<file path="config.mk">
export PLATFORM = sky130hd
export DESIGN_NAME = mrp_core
export DESIGN_NICKNAME = d
export VERILOG_FILES = /design/src/rtl/mrp_pkg.sv /design/src/rtl/mrp_core.sv
export SDC_FILE = /design/constraint.sdc
export NUM_CORES = 1
export LEC_CHECK = 0
export BUFFER_PORTS_ARGS = -buffer_cell sky130_fd_sc_hd__clkbuf_2
export CAP_MARGIN = 15
export CORE_MARGIN = 5
export CORE_UTILIZATION = 51
export CTS_BUF_LIST = sky130_fd_sc_hd__clkbuf_4
export DETAILED_ROUTE_END_ITERATION = 10
export PLACE_DENSITY = 0.74
export SYNTH_ARGS = -nofsm -noshare
export SYNTH_HDL_FRONTEND = slang
export SYNTH_SLANG_ARGS = --single-unit
</file>
<file path="constraint.sdc">
create_clock -name CLK -period 3.9 [get_ports CLK]
set_clock_uncertainty 0.1 [all_clocks]
set_input_delay 0.78 -clock CLK [delete_from_list [all_inputs] [get_ports CLK]]
set_output_delay 0.78 -clock CLK [all_outputs]
set_load 0.1 [all_outputs]
</file>
<file path="src/rtl/mrp_pkg.sv">
// shared constants and types for the mode register read and partial-array retention block
package mrp_pkg;
    // link widths
    localparam int CA_W = 10;
    localparam int DQ_W = 32;
    localparam int LANES = 4;
    localparam int BANKS = 8;
    localparam int SEGS = 8;

    // clock rate and timing figures
    localparam int CLK_MHZ = 250;
    localparam int TSI_MS = 32;
    localparam int TSI_CYC = TSI_MS * 1000 * CLK_MHZ;
    localparam int REFI_NS = 3900;
    localparam int REF_STEP_CYC = REFI_NS * CLK_MHZ / 1000;
    localparam int XSR_LINK_CYC = 8;
    localparam int RL_DEF = 3;
    localparam int TSI_W = 24;

    // mode register addresses served by a register read
    localparam logic [7:0] MA_TEMP = 8'h04;
    localparam logic [7:0] MA_BANK_MASK = 8'h10;
    localparam logic [7:0] MA_SEG_MASK = 8'h11;
    localparam logic [7:0] MA_CAL_A = 8'h20;
    localparam logic [7:0] MA_CAL_B = 8'h28;

    // calibration patterns, bit n is beat n
    localparam logic [3:0] CAL_A_PAT = 4'h5;
    localparam logic [3:0] CAL_B_PAT = 4'hc;

    // command codes on ca[3:0] at the rising edge
    localparam logic [3:0] CMD_MRR = 4'h8;
    localparam logic [2:0] CMD_REF = 3'h4;
    localparam logic [2:0] CMD_NOP = 3'h7;

    // apb register offsets
    localparam logic [11:0] OFS_BANK_MASK = 12'h000;
    localparam logic [11:0] OFS_SEG_MASK = 12'h004;
    localparam logic [11:0] OFS_CONFIG = 12'h008;
    localparam logic [11:0] OFS_STATUS = 12'h00c;
    localparam logic [11:0] OFS_TEMP = 12'h010;

    // status bit positions
    localparam int ST_SR = 0;
    localparam int ST_XSR = 1;
    localparam int ST_MRR = 2;
    localparam int ST_ERR_NOREF = 3;
    localparam int ST_ERR_XSRCMD = 4;

    // reset values
    localparam logic [7:0] MASK_RST = 8'h00;
    localparam logic [3:0] RL_RST = 4'h3;

    // whole state of the core
    typedef struct packed {
        logic ck_s1, ck_s2, ck_s3;
        logic cke_s1, cke_s2, cs_n_s1, cs_n_s2;
        logic [CA_W-1:0] ca_s1, ca_s2;
        logic [2:0] temp_s1, temp_s2;
        logic [7:0] bank_mask, seg_mask;
        logic [3:0] rl;
        logic [2:0] temp_status;
        logic [TSI_W-1:0] tsi_cnt;
        logic cke_prev, sr_active, ref_ok;
        logic [7:0] xsr_cnt;
        logic [3:0] pb_cnt;
        logic err_noref, err_xsrcmd;
        logic [9:0] ref_timer;
        logic [5:0] ref_ptr;
        logic ref_stb;
        logic [2:0] ref_bank, ref_seg;
        logic wait_fall, lat_run, burst_on;
        logic [5:0] addr_lo;
        logic [7:0] addr;
        logic [3:0] lat_cnt;
        logic [1:0] beat;
        logic [DQ_W-1:0] dq_o;
        logic dq_oe;
        logic [LANES-1:0] dqs_t, dqs_c;
        logic dqs_oe;
        logic pready, pslverr;
        logic [31:0] prdata;
    } mrp_state_type;
endpackage

</file>
<file path="src/rtl/mrp_core.sv">
// mode register read, partial-array retention self refresh and temperature status core
//
// Behaviour
// - eight-bit bank mask; masked banks get no self refresh.
// - unmasked banks are refreshed per the segment mask bits.
// - eight-bit segment mask applies across all banks; masked segments not refreshed.
// - mask bit one means blocked, zero means refreshed.
// - register read decoded with chip select low, CA2..0 low, CA3 high.
// - address is falling CA1..0 as upper bits, rising CA9..4 lower.
// - register value on low byte, first beat, after read latency.
// - four-beat uninterrupted burst, every strobe pair toggling throughout.
// - reserved or write-only addresses return defined filler with strobes toggling.
// - temperature status refreshed at most every 32 ms and on exit.
// - calibration address returns its fixed pattern on bit zero of each lane.
// - during calibration reads all lane bits copy lane bit zero.
// - pattern A is 1,0,1,0 over beats zero to three.
// - pattern B is 0,0,1,1 over beats zero to three.
`timescale 1ns/1ns
module mrp_core
    import mrp_pkg::*;
#(
    parameter int TSI_CYCLES = TSI_CYC,
    parameter int XSR_CYCLES = XSR_LINK_CYC
) (
    // system clock and reset
    input wire logic CLK,
    input wire logic RST_N,
    // apb slave
    input wire logic PSEL,
    input wire logic PENABLE,
    input wire logic PWRITE,
    input wire logic [11:0] PADDR,
    input wire logic [31:0] PWDATA,
    output logic [31:0] PRDATA,
    output logic PREADY,
    output logic PSLVERR,
    // memory link from the controller
    input wire logic CK,
    input wire logic CKE,
    input wire logic CS_N,
    input wire logic [CA_W-1:0] CA,
    // read data and strobes towards the controller
    output logic [DQ_W-1:0] DQ_O,
    output logic DQ_OE,
    output logic [LANES-1:0] DQS_T_O,
    output logic [LANES-1:0] DQS_C_O,
    output logic DQS_OE,
    // on-die temperature sensor code
    input wire logic [2:0] TEMP_CODE,
    // internal array refresh requests
    output logic ARRAY_REF_STB,
    output logic [2:0] ARRAY_REF_BANK,
    output logic [2:0] ARRAY_REF_SEG
);

    // parameter checks
    if (TSI_CYCLES < 2 || TSI_CYCLES >= (1 << TSI_W)) begin : g_chk_tsi
        $error("TSI_CYCLES out of range");
    end
    if (XSR_CYCLES < 1 || XSR_CYCLES > 255) begin : g_chk_xsr
        $error("XSR_CYCLES out of range");
    end

    mrp_state_type st_r;
    mrp_state_type st_nxt;
    logic ck_rise;
    logic ck_fall;
    logic cmd_valid;
    logic mrr_busy;
    logic apb_setup;
    logic apb_write;
    logic tsi_wrap;
    logic ref_step;

    // register value seen by a read of a mode register address
    function automatic logic [7:0] reg_value(input mrp_state_type s, input logic [7:0] a);
        logic [7:0] v;
        v = 8'h00;
        if (a == MA_TEMP) begin
            v = {5'h00, s.temp_status};
        end else if (a == MA_BANK_MASK) begin
            v = s.bank_mask;
        end else if (a == MA_SEG_MASK) begin
            v = s.seg_mask;
        end
        return v;
    endfunction

    // data word for one beat of a register read burst
    function automatic logic [DQ_W-1:0] beat_word(input mrp_state_type s, input logic [7:0] a,
                                                  input logic [1:0] b);
        logic [DQ_W-1:0] w;
        w = '0;
        if (a == MA_CAL_A) begin
            w = {DQ_W{CAL_A_PAT[b]}};
        end else if (a == MA_CAL_B) begin
            w = {DQ_W{CAL_B_PAT[b]}};
        end else if (b == 2'd0) begin
            w = {24'h000000, reg_value(s, a)};
        end
        return w;
    endfunction

    // link edges are found on the second synchroniser stage against its delayed copy
    assign ck_rise = st_r.ck_s2 & ~st_r.ck_s3;
    assign ck_fall = ~st_r.ck_s2 & st_r.ck_s3;
    assign cmd_valid = ~st_r.cs_n_s2 & (st_r.ca_s2[2:0] != CMD_NOP);
    assign mrr_busy = st_r.wait_fall | st_r.lat_run | st_r.burst_on;
    assign apb_setup = PSEL & ~PENABLE & ~st_r.pready;
    assign apb_write = PSEL & PENABLE & st_r.pready & PWRITE;
    assign tsi_wrap = st_r.tsi_cnt == TSI_W'(TSI_CYCLES - 1);
    assign ref_step = st_r.sr_active & (st_r.ref_timer == 10'(REF_STEP_CYC - 1));

    // next state
    always_comb begin
        st_nxt = st_r;
        // two-stage synchronisers on every link and sensor input
        st_nxt.ck_s1 = CK;
        st_nxt.ck_s2 = st_r.ck_s1;
        st_nxt.ck_s3 = st_r.ck_s2;
        st_nxt.cke_s1 = CKE;
        st_nxt.cke_s2 = st_r.cke_s1;
        st_nxt.cs_n_s1 = CS_N;
        st_nxt.cs_n_s2 = st_r.cs_n_s1;
        st_nxt.ca_s1 = CA;
        st_nxt.ca_s2 = st_r.ca_s1;
        st_nxt.temp_s1 = TEMP_CODE;
        st_nxt.temp_s2 = st_r.temp_s1;

        // apb: zero-wait answer in the first access cycle
        st_nxt.pready = 1'b0;
        st_nxt.pslverr = 1'b0;
        if (apb_setup) begin
            st_nxt.pready = 1'b1;
            st_nxt.prdata = 32'h00000000;
            if (PADDR == OFS_BANK_MASK) begin
                st_nxt.prdata[7:0] = st_r.bank_mask;
            end else if (PADDR == OFS_SEG_MASK) begin
                st_nxt.prdata[7:0] = st_r.seg_mask;
            end else if (PADDR == OFS_CONFIG) begin
                st_nxt.prdata[3:0] = st_r.rl;
            end else if (PADDR == OFS_STATUS) begin
                st_nxt.prdata[ST_SR] = st_r.sr_active;
                st_nxt.prdata[ST_XSR] = st_r.xsr_cnt != 8'h00;
                st_nxt.prdata[ST_MRR] = mrr_busy;
                st_nxt.prdata[ST_ERR_NOREF] = st_r.err_noref;
                st_nxt.prdata[ST_ERR_XSRCMD] = st_r.err_xsrcmd;
            end else if (PADDR == OFS_TEMP) begin
                st_nxt.prdata[2:0] = st_r.temp_status;
            end else begin
                st_nxt.pslverr = 1'b1;
            end
        end
        // writes land before the link events below, so a same-cycle error set wins
        if (apb_write) begin
            if (PADDR == OFS_BANK_MASK) begin
                st_nxt.bank_mask = PWDATA[7:0];
            end else if (PADDR == OFS_SEG_MASK) begin
                st_nxt.seg_mask = PWDATA[7:0];
            end else if (PADDR == OFS_CONFIG) begin
                // a latency of zero cannot be served, so it is held at one
                st_nxt.rl = (PWDATA[3:0] == 4'h0) ? 4'h1 : PWDATA[3:0];
            end else if (PADDR == OFS_STATUS) begin
                if (PWDATA[ST_ERR_NOREF]) begin
                    st_nxt.err_noref = 1'b0;
                end
                if (PWDATA[ST_ERR_XSRCMD]) begin
                    st_nxt.err_xsrcmd = 1'b0;
                end
            end
        end

        // periodic temperature sampling
        st_nxt.tsi_cnt = st_r.tsi_cnt + TSI_W'(1);
        if (tsi_wrap) begin
            st_nxt.tsi_cnt = '0;
            st_nxt.temp_status = st_r.temp_s2;
        end

        // internal refresh walk over bank and segment while in self refresh
        st_nxt.ref_stb = 1'b0;
        if (st_r.sr_active) begin
            st_nxt.ref_timer = st_r.ref_timer + 10'd1;
        end
        if (ref_step) begin
            st_nxt.ref_timer = 10'd0;
            st_nxt.ref_ptr = st_r.ref_ptr + 6'd1;
            st_nxt.ref_bank = st_r.ref_ptr[5:3];
            st_nxt.ref_seg = st_r.ref_ptr[2:0];
            // a set mask bit blocks the refresh, bank first then segment
            st_nxt.ref_stb = ~st_r.bank_mask[st_r.ref_ptr[5:3]]
                & ~st_r.seg_mask[st_r.ref_ptr[2:0]];
        end

        // burst beats advance on every link edge
        if (st_r.burst_on && (ck_rise || ck_fall)) begin
            if (st_r.beat == 2'd3) begin
                st_nxt.burst_on = 1'b0;
                st_nxt.dq_oe = 1'b0;
                st_nxt.dqs_oe = 1'b0;
                st_nxt.dq_o = '0;
                st_nxt.dqs_t = '0;
                st_nxt.dqs_c = '0;
            end else begin
                st_nxt.beat = st_r.beat + 2'd1;
                st_nxt.dq_o = beat_word(st_r, st_r.addr, st_r.beat + 2'd1);
                st_nxt.dqs_t = ~st_r.dqs_t;
                st_nxt.dqs_c = ~st_r.dqs_c;
            end
        end

        // upper address bits ride the falling edge after the command
        if (ck_fall && st_r.wait_fall) begin
            st_nxt.wait_fall = 1'b0;
            st_nxt.addr = {st_r.ca_s2[1:0], st_r.addr_lo};
        end

        if (ck_rise) begin
            st_nxt.cke_prev = st_r.cke_s2;
            // read latency counted in rising link edges after the command
            if (st_r.lat_run) begin
                if (st_r.lat_cnt == 4'h1) begin
                    st_nxt.lat_run = 1'b0;
                    st_nxt.burst_on = 1'b1;
                    st_nxt.beat = 2'd0;
                    st_nxt.dq_o = beat_word(st_r, st_r.addr, 2'd0);
                    st_nxt.dq_oe = 1'b1;
                    st_nxt.dqs_oe = 1'b1;
                    st_nxt.dqs_t = '1;
                    st_nxt.dqs_c = '0;
                end else begin
                    st_nxt.lat_cnt = st_r.lat_cnt - 4'h1;
                end
            end
            if (st_r.sr_active) begin
                if (st_r.cke_s2) begin
                    // exit: fresh sensor reading and a new exit window
                    st_nxt.sr_active = 1'b0;
                    st_nxt.xsr_cnt = 8'(XSR_CYCLES);
                    st_nxt.ref_ok = 1'b0;
                    st_nxt.pb_cnt = 4'h0;
                    st_nxt.temp_status = st_r.temp_s2;
                    st_nxt.tsi_cnt = '0;
                end
            end else if (st_r.xsr_cnt != 8'h00) begin
                st_nxt.xsr_cnt = st_r.xsr_cnt - 8'h01;
                if (cmd_valid) begin
                    st_nxt.err_xsrcmd = 1'b1;
                end
            end else if (st_r.cke_prev && !st_r.cs_n_s2 && st_r.ca_s2[2:0] == CMD_REF) begin
                if (!st_r.cke_s2) begin
                    // self refresh entry
                    st_nxt.sr_active = 1'b1;
                    st_nxt.ref_timer = 10'd0;
                    if (!st_r.ref_ok) begin
                        st_nxt.err_noref = 1'b1;
                    end
                end else if (st_r.ca_s2[3]) begin
                    st_nxt.ref_ok = 1'b1;
                end else begin
                    st_nxt.pb_cnt = st_r.pb_cnt + 4'h1;
                    if (st_r.pb_cnt == 4'h7) begin
                        st_nxt.ref_ok = 1'b1;
                    end
                end
            end else if (st_r.cke_s2 && !st_r.cs_n_s2 && st_r.ca_s2[3:0] == CMD_MRR
                         && !mrr_busy) begin
                st_nxt.addr_lo = st_r.ca_s2[9:4];
                st_nxt.wait_fall = 1'b1;
                st_nxt.lat_run = 1'b1;
                st_nxt.lat_cnt = st_r.rl;
            end
        end
    end

    // state register
    always_ff @(posedge CLK) begin
        if (!RST_N) begin
            st_r <= '0;
            st_r.rl <= RL_RST;
            st_r.bank_mask <= MASK_RST;
            st_r.seg_mask <= MASK_RST;
            st_r.ref_ok <= 1'b1;
        end else begin
            st_r <= st_nxt;
        end
    end

    // outputs straight from the state register
    assign PRDATA = st_r.prdata;
    assign PREADY = st_r.pready;
    assign PSLVERR = st_r.pslverr;
    assign DQ_O = st_r.dq_o;
    assign DQ_OE = st_r.dq_oe;
    assign DQS_T_O = st_r.dqs_t;
    assign DQS_C_O = st_r.dqs_c;
    assign DQS_OE = st_r.dqs_oe;
    assign ARRAY_REF_STB = st_r.ref_stb;
    assign ARRAY_REF_BANK = st_r.ref_bank;
    assign ARRAY_REF_SEG = st_r.ref_seg;
endmodule

</file>
==> metrics.md <==
| Metric | Value |
|---|---|
| RSZ-0062 raised after global routing | `no` |
| Worst setup SP type | `register` |
| Chip height | `between 100 and 150 µm` |
| Synth Area in Simple Gates | `21.9%` |
| Relative slew margins | `a little over a quarter` |
| Total Wirelength | `between 15000 and 20000 µm` |
| Area growth from synthesis to layout | `5.10%` |
| Leading post-synthesis cells by cell area | `dfxtp_1 (45%), buf_4 (6.7%), nor2_1 (5.8%), mux2i_1 (4.5%), a21oi_1 (4.2%)` |
| Reg2Reg Depth | `7` |
| Crit Path Class | `reg2reg` |
| Largest family of logic cells by synthesized area | `simple AND/OR/NAND/NOR gates` |
| H-tree levels | `4` |
| Status | `completed` |
| Initial core utilization | `52.2%` |
| Fin. max-slew vios | `0` |
| Pre-CTS WS | `850 ps` |
| Die Wd | `141 µm` |
| CP arrival | `3260 ps` |
| HP Start | `CA[3]` |
| Antenna violations before repair | `1` |
| Vias in the first global route | `5933` |
| CP max FO | `17` |
| WHS Path Cells | `2` |
| Post-synth top cells | `dfxtp_1 (195), nor2_1 (135), buf_4 (78)` |
| Overflow after GRT | `0` |
| Port bufs | `99` |
| Fin. Hold Viols | `0` |
| Global-route wire length before repair | `between 20000 and 30000 µm` |
| Clock Path Buffers | `2` |
| Clock Tree Root | `clkbuf_4` |
| Crit-path cells | `inv_1 > ha_1 > nor3b_1 > nand3_1 > o21ai_2 > buf_4 > nor2_1` |
| Worst r2r dst | `DQ_O[13]` |
| Clk slew on worst S/H paths | `around 150 ps` |
| Async set-reset flop share out of synthesis | `0%` |
| Worst path max stage delay | `about 770 ps` |
| Synth Register Bits | `195` |
| Total negative slack | `0 ps` |
| Post-CTS Setup Bufs | `0` |
| Layout cells sized above 1 | `16.9%` |
| Final GP Congestion | `0.812` |
| CTS buffer count | `17` |
| TritonCTS clock tree | `done` |
| Sink Count | `195` |
| Yosys Warn Count | `0` |
| Wire per inst | `14.3 µm` |
| Critical Path RT | `4280 ps` |
| Total number of vias | `6521` |
| Most frequent cell after synthesis | `dfxtp_1` |
| Initial DRC count | `469` |
| Post-synth EDFFs | `0` |
| Largest net degree at the start of global routing | `65` |
| Synth Flop Type | `dfxtp_1` |
| DRT Pass-1 Iters | `5` |
| Nets@finish | `1085` |
| DIE AREA | `19800 µm²` |
| Worst-Margin Slew | `1100 ps` |
| Post-route DRC | `0` |
| Mean Syn Cell Area | `8.87 µm²` |
| Clock period minus final worst setup slack | `2880 ps` |
| Cell variety after synth | `62` |
| Slowest-stage cell, CP | `o21ai_2` |
| Hold Crit Class | `in2reg` |
| Final ANT Viol Nets | `0` |
| Quantity of gates resized following cts | `0` |
| Tcrit/Tclk final | `73.9%` |
| P per Cell Area | `approximately 370 nW/µm²` |
| Total Power | `between 3 and 4 mW` |
| Post-route setup slack | `1020 ps` |
| Worst-Skew Late Latency | `580 ps` |
| P_leak | `approximately 3.6 nW` |
| Synth Cell Area | `8720 µm²` |
| Core region area | `16700 µm²` |
| Row cnt | `47` |
| Max Freq | `0.347 GHz` |
| Hold Path End | `st_nxt[195]` |
| DP HPWL | `12500 µm` |
| Adder-cell area share of the yosys netlist | `2.01%` |
| Post-DR vias/cell | `between 5 and 6` |
| Area leader, netlist | `dfxtp_1` |
| Max_cap viols | `0` |
| # IOs | `148` |
| Critical R2R Launch | `st_r[79]` |
| R2R Setup Slk | `1020 ps` |
| Sequential area share after synthesis | `44.8%` |
| # hold bufs at CTS | `0` |
| Peak VDD IR | `0.289 mV` |
| Crit end category | `register` |
| Compound-Gate Fraction of Synth Area | `10.1%` |
| Xor/xnor share of the synthesized area | `under 10%` |
| Post-Syn Instances | `983` |
| Mux contribution to synthesized area | `around 7%` |
| GRT Total Usage | `17.8%` |
| Final setup fails | `0` |
| Top cell type's share of synthesized area | `44.8%` |
-- metal layers --
metal | vias to the layer above | track usage, % | share of wire, %
met3 | 18 | 4.20 | 5.2
met4 | 0 | 4.44 | 1.2
met2 | 161 | 27.4 | 45
met5 | - | 0 | 0
met1 | 3022 | 25.4 | 48
li1 | 3320 | - | -
-- final cells by class --
type / count / area (µm²)
antenna: 1 / 2.50
clock buffer: 18 / 135
inverter: 22 / 82.6
tap: 220 / 275
clock inverter: 14 / 136
multi-input combinational: 661 / 4060
sequential: 195 / 3900
timing repair buffer: 109 / 571
fill: 1542 / 7540
-- state kept, by name (all words and copies together), names as in the netlist --
| register | count |
|---|---|
| ARRAY_REF_BANK | 3 |
| ARRAY_REF_SEG | 3 |
| ARRAY_REF_STB | 1 |
| DQS_C_O | 4 |
| DQS_OE | 1 |
| DQS_T_O | 4 |
| DQ_O | 32 |
| DQ_OE | 1 |
| PRDATA | 8 |
| PREADY | 1 |
| PSLVERR | 1 |
| st_nxt | 17 |
| st_r | 119 |
-- worst max path at each step --
| stage | slack, ps | depth (start not counted) | to | startpoint |
|---|---|---|---|---|
| 6_report | 1020 | 7 | DQ_O[13] | st_r[79] |
| 3_5_place_dp | 850 | 6 | st_r[178] | PADDR[7] |
| 5_1_grt | 770 | 7 | DQ_O[12] | st_r[79] |
| 2_1_floorplan | 1350 | 5 | st_r[170] | PREADY |
| 3_3_place_gp | 880 | 6 | st_r[182] | PADDR[7] |
| 4_1_cts | 1070 | 7 | DQ_O[18] | st_r[79] |
-- cells by family after synthesis --
| kind of cell | count (synthesis) |
|---|---|
| compound gates | 141 |
| fa+ha+maj | 14 |
| xor+xnor | 41 |
| simple gates | 386 |
| flops | 195 |
| other cells | 1 |
| mux | 55 |
| buf+inv | 150 |
-- cells in the final DEF (no fill, tap or decap), drive strengths merged, types with 3 or more instances in the layout --
cell type | netlist | routed
a211oi | 4 | 4
a21oi | 74 | 74
a221oi | 3 | 3
a22oi | 4 | 4
a31oi | 7 | 7
a32oi | 3 | 3
and2 | 36 | 36
and3 | 9 | 9
buf | 85 | 10
clkbuf | 43 | 117
clkinv | 0 | 7
conb | 1 | 24
dfxtp | 195 | 195
ha | 14 | 14
inv | 22 | 25
mux2 | 11 | 11
mux2i | 39 | 39
mux4 | 5 | 5
nand2 | 71 | 71
nand2b | 10 | 10
nand3 | 37 | 37
nand4 | 18 | 18
nor2 | 135 | 135
nor2b | 5 | 5
nor3 | 23 | 23
nor3b | 5 | 5
nor4 | 15 | 15
o21a | 7 | 7
o21ai | 15 | 15
o221a | 4 | 4
o221ai | 3 | 3
or3 | 6 | 6
or3b | 3 | 3
or4b | 3 | 3
xnor2 | 26 | 26
xor2 | 15 | 15
-- where the power goes --
group | internal [mW] | switching (mW) | leakage (nW)
registers | 2.02 | 0.0197 | 1.58
clock network | 0.385 | 0.673 | 0.146
logic | 0.0653 | 0.219 | 1.86
total | 2.47 | 0.912 | 3.59
-- metrics by stage --
stage               hold slack, ps  utilization [%]  area, µm²  instances
global route                   244             54.9       9160       1240
finish                         302             54.9       9160       1240
detailed placement             317             53.2       8890       1207
CTS                            263             54.8       9160       1239
floorplan                      312                -       8800       1006
global placement               314             53.2       8890       1207
-- worst max-delay path: cells and delay by family (launching register included) --
family                   cells  cell delay (ps)
AND/OR/NAND/NOR              3              970
AO/OA/AOI/OAI                1              770
buffers and inverters        2              410
flip-flops                   1              370
adder cells (fa/ha/maj)      1              170
(Power assumes the default switching activity.)
